==> src/pkg/dio_regs.svh <==
// register offsets, field positions, reset values and timing counts of the digital io port
`ifndef DIO_REGS_SVH
`define DIO_REGS_SVH

// byte offsets of the port registers
`define DIO_A_GDAT   8'h00
`define DIO_A_GDIR   8'h04
`define DIO_A_GHDAT  8'h08
`define DIO_A_GHDIR  8'h0c
`define DIO_A_DDAT   8'h10
`define DIO_A_DDIR   8'h14
`define DIO_A_DCDAT  8'h18
`define DIO_A_DCDIR  8'h1c
`define DIO_A_DMODE  8'h20
`define DIO_A_DCMD   8'h24
`define DIO_A_DCHR   8'h28
`define DIO_A_DED    8'h2c
// interrupt banks: base + bank * stride + reg * 4
`define DIO_A_IRQ    8'h40
`define DIO_IRQ_STR  8'h20
`define DIO_R_EN     3'd0
`define DIO_R_EDGE   3'd1
`define DIO_R_POL    3'd2
`define DIO_R_DEB    3'd3
`define DIO_R_STAT   3'd4
`define DIO_R_CLR    3'd5

// field positions
`define DIO_MODE_DISP  0
`define DIO_MODE_BUSY  1
`define DIO_PHY_BIT    2

// reset values
`define DIO_DED_RST    8'h04
`define DIO_PIN_RST    20'hfffff
`define DIO_IRQ_VALID  24'h01ffff

// timing
`define DIO_CLK_MHZ    125
`define DIO_EN_NS      500
`define DIO_EN_CYC     ((`DIO_EN_NS * `DIO_CLK_MHZ + 999) / 1000)
`define DIO_DEB_NS     7812500
`define DIO_DEB_CYC    ((`DIO_DEB_NS * `DIO_CLK_MHZ) / 1000)

`endif

==> src/pkg/dio_pkg.sv <==
// types shared by the digital io port
package dio_pkg;
   // display transfer sequencer states
   typedef enum logic [3:0] {
      DIO_IDLE  = 4'b0001,
      DIO_SETUP = 4'b0010,
      DIO_PULSE = 4'b0100,
      DIO_HOLD  = 4'b1000
   } dio_disp_st_t;

   // one register bus request
   typedef struct packed {
      logic [7:0] addr;
      logic [7:0] wdata;
      logic       wr;
      logic       rd;
   } dio_req_t;

   // per-line interrupt configuration, all banks side by side
   typedef struct packed {
      logic [23:0] en;
      logic [23:0] edge_sel;
      logic [23:0] pol;
      logic [23:0] deb;
   } dio_irq_cfg_t;
endpackage

==> src/design/dio_port.sv <==
// byte-wide general io port with display mode, per-line interrupts on 17 lines and debounce
//
// Added by the designer: strobed register access and the placing of the registers.
`timescale 1ns/100ps
`default_nettype none
`include "dio_regs.svh"

// Functional notes
// - twenty lines: eleven display, nine general
// - display lines: plain io or display interface
// - every line direction set independently
// - each line has data and direction bit
// - direction one is output, zero input
// - eight-bit registers on word addresses
// - upper 24 bits ignored, read zero
// - data write drives output lines only
// - data read returns actual pin level
// - interrupt settings independent per line; display lines 8-10 have no interrupt
// - high, low, rising or falling trigger
// - debounce selectable per line interrupt
// - debounce: two-stage shift at 128 Hz
// - dedicated bit 2 low powers phy down
module dio_port
   import dio_pkg::*;
#(
   parameter int DEB_DIV = `DIO_DEB_CYC
) (
   // clock, reset, enable
   input  wire logic        clk,
   input  wire logic        arst_n,
   input  wire logic        ce,
   // register port
   input  wire logic [7:0]  addr,
   input  wire logic [31:0] wdata,
   input  wire logic        wr,
   input  wire logic        rd,
   output logic      [31:0] rdata,
   // general header lines
   input  wire logic [8:0]  gen_in,
   output logic      [8:0]  gen_out,
   output logic      [8:0]  gen_oe,
   // display header lines
   input  wire logic [10:0] disp_in,
   output logic      [10:0] disp_out,
   output logic      [10:0] disp_oe,
   // dedicated port and interrupt
   output logic      [7:0]  ded_out,
   output logic             phy_pwr_on,
   output logic             irq
);

   localparam logic [21:0] DEB_LAST = 22'(DEB_DIV - 1);
   localparam logic [5:0]  EN_LAST  = 6'(`DIO_EN_CYC - 1);

   // interrupt bank of an address, 3 when not an interrupt register
   function automatic logic [1:0] irq_bank(input logic [7:0] a);
      logic [7:0] off;
      off = a - `DIO_A_IRQ;
      if (a < `DIO_A_IRQ || off >= 8'(3 * `DIO_IRQ_STR)) begin
         irq_bank = 2'd3;
      end else begin
         irq_bank = off[6:5];
      end
   endfunction

   // bus request bundle
   dio_req_t req;
   assign req = '{addr: addr, wdata: wdata[7:0], wr: wr, rd: rd};

   // ---------------- pin synchronisers ----------------
   logic [19:0] s1_reg, s2_reg, s3_reg, lvl_reg;   // three stages and level
   logic [19:0] s1_next, s2_next, s3_next, lvl_next;

   // level follows once stages two and three agree
   always_comb begin
      s1_next  = {disp_in, gen_in};
      s2_next  = s1_reg;
      s3_next  = s2_reg;
      lvl_next = (~(s2_reg ^ s3_reg) & s3_reg) | ((s2_reg ^ s3_reg) & lvl_reg);
   end

   // sync registers, reset to the pulled-up level
   always_ff @(posedge clk or negedge arst_n) begin
      if (!arst_n) begin
         s1_reg  <= `DIO_PIN_RST;
         s2_reg  <= `DIO_PIN_RST;
         s3_reg  <= `DIO_PIN_RST;
         lvl_reg <= `DIO_PIN_RST;
      end else if (ce) begin
         s1_reg  <= s1_next;
         s2_reg  <= s2_next;
         s3_reg  <= s3_next;
         lvl_reg <= lvl_next;
      end
   end

   // interrupt-capable lines: general 0-7, display 0-7, general 8
   logic [23:0] iv;
   assign iv = {7'h00, lvl_reg[8], lvl_reg[16:9], lvl_reg[7:0]};

   // ---------------- software registers ----------------
   logic [8:0]   gdat_reg, gdat_next;    // general output latch
   logic [8:0]   gdir_reg, gdir_next;    // general direction
   logic [10:0]  ddat_reg, ddat_next;    // display output latch
   logic [10:0]  ddir_reg, ddir_next;    // display direction
   logic         dmode_reg, dmode_next;  // display interface on
   logic [7:0]   ded_reg, ded_next;      // dedicated port
   dio_irq_cfg_t cfg_reg, cfg_next;      // interrupt settings
   logic [23:0]  clr_wr;                 // clear strobes
   logic [31:0]  rdata_reg, rdata_next;  // read answer
   logic         go_req;                 // start display transfer
   logic         go_rs;                  // register select for it
   logic [23:0]  stat_reg;               // sticky interrupt status
   logic         busy;                   // display transfer running
   logic [1:0]   bank;                   // decoded interrupt bank
   logic [2:0]   rsel;                   // decoded bank register

   assign bank = irq_bank(req.addr);
   assign rsel = req.addr[4:2];  // word-aligned byte-wide registers

   // write decode and read mux
   always_comb begin
      gdat_next  = gdat_reg;
      gdir_next  = gdir_reg;
      ddat_next  = ddat_reg;
      ddir_next  = ddir_reg;
      dmode_next = dmode_reg;
      ded_next   = ded_reg;
      cfg_next   = cfg_reg;
      clr_wr     = 24'h000000;
      go_req     = 1'b0;
      go_rs      = 1'b0;
      rdata_next = 32'h00000000;  // unmapped and upper bits read zero
      if (req.wr) begin
         case (req.addr)
            // latches hold any value; only output lines drive it
            `DIO_A_GDAT:  gdat_next[7:0] = req.wdata;
            `DIO_A_GDIR:  gdir_next[7:0] = req.wdata;
            `DIO_A_GHDAT: gdat_next[8] = req.wdata[0];
            `DIO_A_GHDIR: gdir_next[8] = req.wdata[0];
            `DIO_A_DDAT:  ddat_next[7:0] = req.wdata;
            `DIO_A_DDIR:  ddir_next[7:0] = req.wdata;
            `DIO_A_DCDAT: ddat_next[10:8] = req.wdata[2:0];
            `DIO_A_DCDIR: ddir_next[10:8] = req.wdata[2:0];
            `DIO_A_DMODE: dmode_next = req.wdata[`DIO_MODE_DISP];
            `DIO_A_DCMD: begin
               go_req = 1'b1;
               go_rs  = 1'b0;
            end
            `DIO_A_DCHR: begin
               go_req = 1'b1;
               go_rs  = 1'b1;
            end
            `DIO_A_DED:   ded_next = req.wdata;
            default: begin
               // per-line interrupt settings
               if (bank != 2'd3) begin
                  case (rsel)
                     `DIO_R_EN:   cfg_next.en[bank*8 +: 8]       = req.wdata;
                     `DIO_R_EDGE: cfg_next.edge_sel[bank*8 +: 8] = req.wdata;
                     `DIO_R_POL:  cfg_next.pol[bank*8 +: 8]      = req.wdata;
                     `DIO_R_DEB:  cfg_next.deb[bank*8 +: 8]      = req.wdata;
                     `DIO_R_CLR:  clr_wr[bank*8 +: 8]            = req.wdata;
                     default:     clr_wr = 24'h000000;
                  endcase
               end
            end
         endcase
      end
      if (req.rd) begin
         case (req.addr)
            // data reads show the pin, not the latch
            `DIO_A_GDAT:  rdata_next[7:0] = lvl_reg[7:0];
            `DIO_A_GDIR:  rdata_next[7:0] = gdir_reg[7:0];
            `DIO_A_GHDAT: rdata_next[0] = lvl_reg[8];
            `DIO_A_GHDIR: rdata_next[0] = gdir_reg[8];
            `DIO_A_DDAT:  rdata_next[7:0] = lvl_reg[16:9];
            `DIO_A_DDIR:  rdata_next[7:0] = ddir_reg[7:0];
            `DIO_A_DCDAT: rdata_next[2:0] = lvl_reg[19:17];
            `DIO_A_DCDIR: rdata_next[2:0] = ddir_reg[10:8];
            `DIO_A_DMODE: begin
               rdata_next[`DIO_MODE_DISP] = dmode_reg;
               rdata_next[`DIO_MODE_BUSY] = busy;
            end
            `DIO_A_DED:   rdata_next[7:0] = ded_reg;
            default: begin
               if (bank != 2'd3) begin
                  case (rsel)
                     `DIO_R_EN:   rdata_next[7:0] = cfg_reg.en[bank*8 +: 8];
                     `DIO_R_EDGE: rdata_next[7:0] = cfg_reg.edge_sel[bank*8 +: 8];
                     `DIO_R_POL:  rdata_next[7:0] = cfg_reg.pol[bank*8 +: 8];
                     `DIO_R_DEB:  rdata_next[7:0] = cfg_reg.deb[bank*8 +: 8];
                     `DIO_R_STAT: rdata_next[7:0] = stat_reg[bank*8 +: 8];
                     default:     rdata_next = 32'h00000000;
                  endcase
               end
            end
         endcase
      end
   end

   // software register storage
   always_ff @(posedge clk or negedge arst_n) begin
      if (!arst_n) begin
         gdat_reg  <= 9'h000;
         gdir_reg  <= 9'h000;
         ddat_reg  <= 11'h000;
         ddir_reg  <= 11'h000;
         dmode_reg <= 1'b0;
         ded_reg   <= `DIO_DED_RST;
         cfg_reg   <= '0;
         rdata_reg <= 32'h00000000;
      end else if (ce) begin
         gdat_reg  <= gdat_next;
         gdir_reg  <= gdir_next;
         ddat_reg  <= ddat_next;
         ddir_reg  <= ddir_next;
         dmode_reg <= dmode_next;
         ded_reg   <= ded_next;
         cfg_reg   <= cfg_next;
         rdata_reg <= rdata_next;
      end
   end

   // ---------------- debounce and interrupt detect ----------------
   logic [21:0] div_reg, div_next;    // 128 Hz divider
   logic        tick;                 // one debounce sample
   logic [23:0] sh0_reg, sh0_next;    // first debounce stage
   logic [23:0] sh1_reg, sh1_next;    // second debounce stage
   logic [23:0] dlvl_reg, dlvl_next;  // debounced level
   logic [23:0] prev_reg, prev_next;  // last selected level
   logic [23:0] stat_next;            // status next value
   logic [23:0] src;                  // level seen by detectors
   logic [23:0] ev;                   // detected events

   assign tick = (div_reg == DEB_LAST);

   // sample shift, agreement and trigger selection
   always_comb begin
      div_next  = tick ? 22'h000000 : div_reg + 22'h000001;
      sh0_next  = sh0_reg;
      sh1_next  = sh1_reg;
      dlvl_next = dlvl_reg;
      if (tick) begin
         sh0_next = iv;
         sh1_next = sh0_reg;
      end
      // level accepted only when both stages agree
      dlvl_next = (~(sh0_reg ^ sh1_reg) & sh1_reg) | ((sh0_reg ^ sh1_reg) & dlvl_reg);
      src       = (cfg_reg.deb & dlvl_reg) | (~cfg_reg.deb & iv);
      prev_next = src;
      // edge or level, polarity picks high/rising
      ev = (cfg_reg.edge_sel & cfg_reg.pol & src & ~prev_reg)
         | (cfg_reg.edge_sel & ~cfg_reg.pol & ~src & prev_reg)
         | (~cfg_reg.edge_sel & cfg_reg.pol & src)
         | (~cfg_reg.edge_sel & ~cfg_reg.pol & ~src);
      // set wins over a clear in the same cycle
      stat_next = ((stat_reg & ~clr_wr) | ev) & `DIO_IRQ_VALID;
   end

   // debounce and status storage
   always_ff @(posedge clk or negedge arst_n) begin
      if (!arst_n) begin
         div_reg  <= 22'h000000;
         sh0_reg  <= 24'hffffff;
         sh1_reg  <= 24'hffffff;
         dlvl_reg <= 24'hffffff;
         prev_reg <= 24'hffffff;
         stat_reg <= 24'h000000;
      end else if (ce) begin
         div_reg  <= div_next;
         sh0_reg  <= sh0_next;
         sh1_reg  <= sh1_next;
         dlvl_reg <= dlvl_next;
         prev_reg <= prev_next;
         stat_reg <= stat_next;
      end
   end

   // ---------------- display interface sequencer ----------------
   dio_disp_st_t st_reg, st_next;    // transfer state
   logic [5:0]   cnt_reg, cnt_next;  // phase timer
   logic [7:0]   byte_reg, byte_next;
   logic         rs_reg, rs_next;

   assign busy = (st_reg != DIO_IDLE);

   // setup, enable pulse and hold, each one phase long
   always_comb begin
      st_next   = st_reg;
      cnt_next  = cnt_reg;
      byte_next = byte_reg;
      rs_next   = rs_reg;
      case (st_reg)
         DIO_IDLE: begin
            // writes while off or busy are dropped
            if (go_req && dmode_reg) begin
               st_next   = DIO_SETUP;
               cnt_next  = 6'h00;
               byte_next = req.wdata;
               rs_next   = go_rs;
            end
         end
         DIO_SETUP, DIO_PULSE, DIO_HOLD: begin
            if (cnt_reg == EN_LAST) begin
               cnt_next = 6'h00;
               case (st_reg)
                  DIO_SETUP: st_next = DIO_PULSE;
                  DIO_PULSE: st_next = DIO_HOLD;
                  default:   st_next = DIO_IDLE;
               endcase
            end else begin
               cnt_next = cnt_reg + 6'h01;
            end
         end
         default: st_next = DIO_IDLE;
      endcase
   end

   // sequencer storage
   always_ff @(posedge clk or negedge arst_n) begin
      if (!arst_n) begin
         st_reg   <= DIO_IDLE;
         cnt_reg  <= 6'h00;
         byte_reg <= 8'h00;
         rs_reg   <= 1'b0;
      end else if (ce) begin
         st_reg   <= st_next;
         cnt_reg  <= cnt_next;
         byte_reg <= byte_next;
         rs_reg   <= rs_next;
      end
   end

   // ---------------- outputs ----------------
   // 20 lines: nine general, eleven display
   assign gen_out  = gdat_reg;
   assign gen_oe   = gdir_reg;  // one drives, zero floats
   // display mode drives all lines: byte, rs, rw low, enable
   assign disp_out = dmode_reg ? {(st_reg == DIO_PULSE), 1'b0, rs_reg, byte_reg} : ddat_reg;
   assign disp_oe  = dmode_reg ? 11'h7ff : ddir_reg;
   assign ded_out  = ded_reg;
   assign phy_pwr_on = ded_reg[`DIO_PHY_BIT];  // zero powers phy down
   assign irq   = |(stat_reg & cfg_reg.en);
   assign rdata = rdata_reg;

endmodule
`default_nettype wire

==> config.mk <==
export PLATFORM = sky130hd
export DESIGN_NAME = dio_port
export DESIGN_NICKNAME = d
export VERILOG_FILES = /design/src/pkg/dio_pkg.sv /design/src/design/dio_port.sv
export VERILOG_INCLUDE_DIRS = /design/src /design/src/pkg
export SDC_FILE = /design/constraint.sdc
export NUM_CORES = 1
export LEC_CHECK = 0
export ABC_AREA = 1
export BUFFER_PORTS_ARGS = -buffer_cell sky130_fd_sc_hd__buf_2
export CORE_MARGIN = 3
export CORE_UTILIZATION = 46
export CTS_CLUSTER_SIZE = 16
export DETAILED_ROUTE_END_ITERATION = 16
export PLACE_DENSITY_LB_ADDON = 0.15
export SYNTH_ARGS = -nofsm -noshare
export SYNTH_HDL_FRONTEND = slang
export SYNTH_SLANG_ARGS = --single-unit
==> constraint.sdc <==
create_clock -name clk -period 2.45 [get_ports clk]
set_input_delay 0.3675 -clock clk [delete_from_list [all_inputs] [get_ports clk]]
set_output_delay 0.3675 -clock clk [all_outputs]
set_load 0.01 [all_outputs]
==> flow_metrics.tcl <==
set metrics [dict create \
    drive_gt1_frac 0.182 \
    syn_area_um2 17700 \
    async_flop_share 1.00 \
    grt_use_total 0.257 \
    die_x_um 202 \
    netlist_instances 2266 \
    place_ws_ps -319 \
    grt_max_degree 72 \
    synth_top_family_by_area "simple AND/OR/NAND/NOR gates" \
    vias 15777 \
    overflow 0 \
    report.final.slew_viol_count 0 \
    final_util 0.552 \
    hold_ws_ps 23.0 \
    antenna_found_initial 2 \
    min_path_type "primary input to register" \
    clk_pin_slew_ps 60 \
    cts_tree "built" \
    ys.flop_type "dfrtp_1" \
    finalHoldViolCount 0 \
    cts_sinks 359 \
    rsz0062_at_grt "no" \
    grt_pass1_wl_um 83800 \
    start_util 0.468 \
    die_height_um 202 \
    fin_crit_ps 2250 \
    synthMuxAreaShare 0.00170 \
    power_leakage_nw 10.1 \
    crit_path_max_fanout 3 \
    cts_resized 0 \
    core.rowCount 71 \
    yosys.area_share.adder 0.00849 \
    fillers 3571 \
    cts_setup_buffers 0 \
    cts_root_buffer "clkbuf_16" \
    clock_skew_ps 14.9 \
    tightest_slew_ps 658 \
    core-area_um2 37800 \
    crit_type "register to output port" \
    drtAntennaViolNets 0 \
    ys_warn_count 0 \
    hpwl_um 36500 \
    synth_edf_count 0 \
    portBuffers 98 \
    finalPower_mw 14.5 \
    outcome "finished, final reports clean" \
    viasPerCell 5.33 \
    ios 147 \
    area_growth_pct 17.9 \
    netlist-cell-type-count 37 \
    drt_iter0_drc 1352 \
    yosysSeqAreaShare 0.519 \
    setup_viol_count_final 0 \
    min_period_over_period 0.919 \
    vdd_drop_max_v 0.000522 \
    wl_per_cell_um 17.5 \
    insertion_delay_ps 570 \
    synthXorXnorAreaFrac 0.00347 \
    r2r_setup_slack_ps 530 \
    worstPathArrival_ps 1880 \
    powerDensity_nw_per_um2 696 \
    numCtsBuffers 41 \
    multi_input_area_um2 7460 \
    drc 0 \
    gp_congestion 0.966 \
    die_area_um2 40800 \
    seqCellArea_um2 9170 \
    wl_um 51800 \
    max_cap_violations 0 \
    final.setup.tns_ps 0 \
    max_freq_ghz 0.444 \
    syn_avg_cell_area_um2 7.81 \
    synthSimpleGateAreaFrac 0.294 \
    nets 2494 \
    setup_slack_ps 199 \
    htreeDepth 2 \
    endpoint_kind "output port" \
    cp.required_ps 2080 \
    ctsHoldBuffers 14 \
    slew_headroom 0.561 \
    cts_buffer_depth 3 \
    worstSetupStartpointType "register" \
    synth_compound_gate_area_share 0.105 \
    first_pass_iters 5 \
    grt_pass1_vias 15503 \
    synth-seq-cells 359 \
]
[layout make-up]
| cell class | count | share of cell area |
|---|---|---|
| Timing Repair Buffer | 207 | 0.0735 |
| Clock buffer | 59 | 0.0579 |
| Sequential cell | 359 | 0.440 |
| Clock inverter | 16 | 0.00918 |
| Tap cell | 511 | 0.0307 |
| Multi-Input combinational cell | 1643 | 0.358 |
| Antenna cell | 1 | 0.000120 |
| Inverter | 165 | 0.0309 |
[final timing paths]
check                                        start                      end  cells after the start
min                                     disp_in[3]   s1_reg[12]$_DFFE_PN1P_                      3
max                        cfg_reg[88]$_DFFE_PN0P_                      irq                      5
max in group asynchronous                   arst_n  prev_reg[4]$_DFFE_PN1P_                      3
min in group asynchronous                   arst_n   div_reg[8]$_DFFE_PN0P_                      2
max reg2reg                 div_reg[1]$_DFFE_PN0P_  div_reg[18]$_DFFE_PN0P_                      9
min reg2reg                 s2_reg[14]$_DFFE_PN1P_   s2_reg[14]$_DFFE_PN1P_                      2
[worst max-delay path, cell delays in order, from the launching register on]
cell and delay [ps]:
dfrtp_1 400, nand2_1 110, nand4_1 90, a221oi_1 340, nand4_1 180, buf_2 190
[synthesized netlist by cell type (all sizes together) (4+ instances only)]
cell type | instances | share of area
nand3 | 167 | 0.049
clkinv | 4 | 0.00085
inv | 161 | 0.034
nor3 | 33 | 0.0099
or2 | 9 | 0.0032
nand4 | 66 | 0.023
nor4 | 7 | 0.0025
a221oi | 4 | 0.0020
o211ai | 18 | 0.0076
o21ai | 242 | 0.068
xor2 | 7 | 0.0035
dfstp | 150 | 0.22
ha | 12 | 0.0085
dfrtp | 209 | 0.30
o22ai | 16 | 0.0060
a21oi | 63 | 0.018
clkbuf | 67 | 0.014
buf | 55 | 0.019
nor2 | 154 | 0.034
nand2 | 810 | 0.17
[cells in the final DEF (no fill, tap or decap), types with 2 or more instances in the layout]
| cell type | count |
|---|---|
| nor2_1 | 150 |
| clkbuf_16 | 43 |
| buf_2 | 96 |
| dfrtp_1 | 209 |
| nand4_1 | 66 |
| nor4_1 | 7 |
| nand2_1 | 810 |
| inv_1 | 158 |
| o21ai_1 | 18 |
| dlygate4sd3_1 | 14 |
| ha_1 | 10 |
| mux2i_1 | 3 |
| a31oi_1 | 2 |
| inv_6 | 2 |
| clkbuf_8 | 7 |
| nand3_2 | 8 |
| clkbuf_1 | 9 |
| ha_4 | 2 |
| buf_12 | 14 |
| or2_2 | 8 |
| o31ai_1 | 2 |
| clkinv_2 | 9 |
| dfstp_2 | 150 |
| nor3_1 | 31 |
| o221a_2 | 2 |
| a221oi_1 | 4 |
| nand3_1 | 157 |
| buf_4 | 82 |
| o211ai_1 | 18 |
| nand3_4 | 2 |
| a21oi_1 | 62 |
| o22ai_1 | 15 |
| conb_1 | 24 |
| o21ai_0 | 224 |
| nor2_2 | 3 |
| bufinv_16 | 3 |
| clkinv_8 | 2 |
| xor2_1 | 7 |
[cells by family after synthesis]
family / Yosys count
muxes: 3
xor gates and xnor gates: 7
and+or+nand+nor: 1247
buffers and inverters: 287
DFF: 359
adders and majority gates: 12
AOI/OAI and AO/OA: 350
other: 1
[stage by stage]
stage | area, um2 | cells
finish | 20800 | 2961
detailed placement | 19300 | 2871
CTS | 20800 | 2960
floorplan | 17900 | 2289
global route | 20800 | 2960
global placement | 19300 | 2871
[per-layer routing]
metal,part of all wire,vias up,GRT usage
met5,0.0018,-,0.0167
met4,0.035,2,0.0977
met3,0.067,104,0.0478
met2,0.46,498,0.414
met1,0.44,7524,0.346
li1,-,7649,-
[where the power goes]
| group | internal, mW | total (mW) | switching, mW |
|---|---|---|---|
| registers | 6.37 | 6.63 | 0.257 |
| clock network | 3.77 | 6.30 | 2.53 |
| logic | 0.500 | 1.58 | 1.08 |
| total | 10.6 | 14.5 | 3.87 |
No activity file was read; power rests on OpenSTA's default activity.
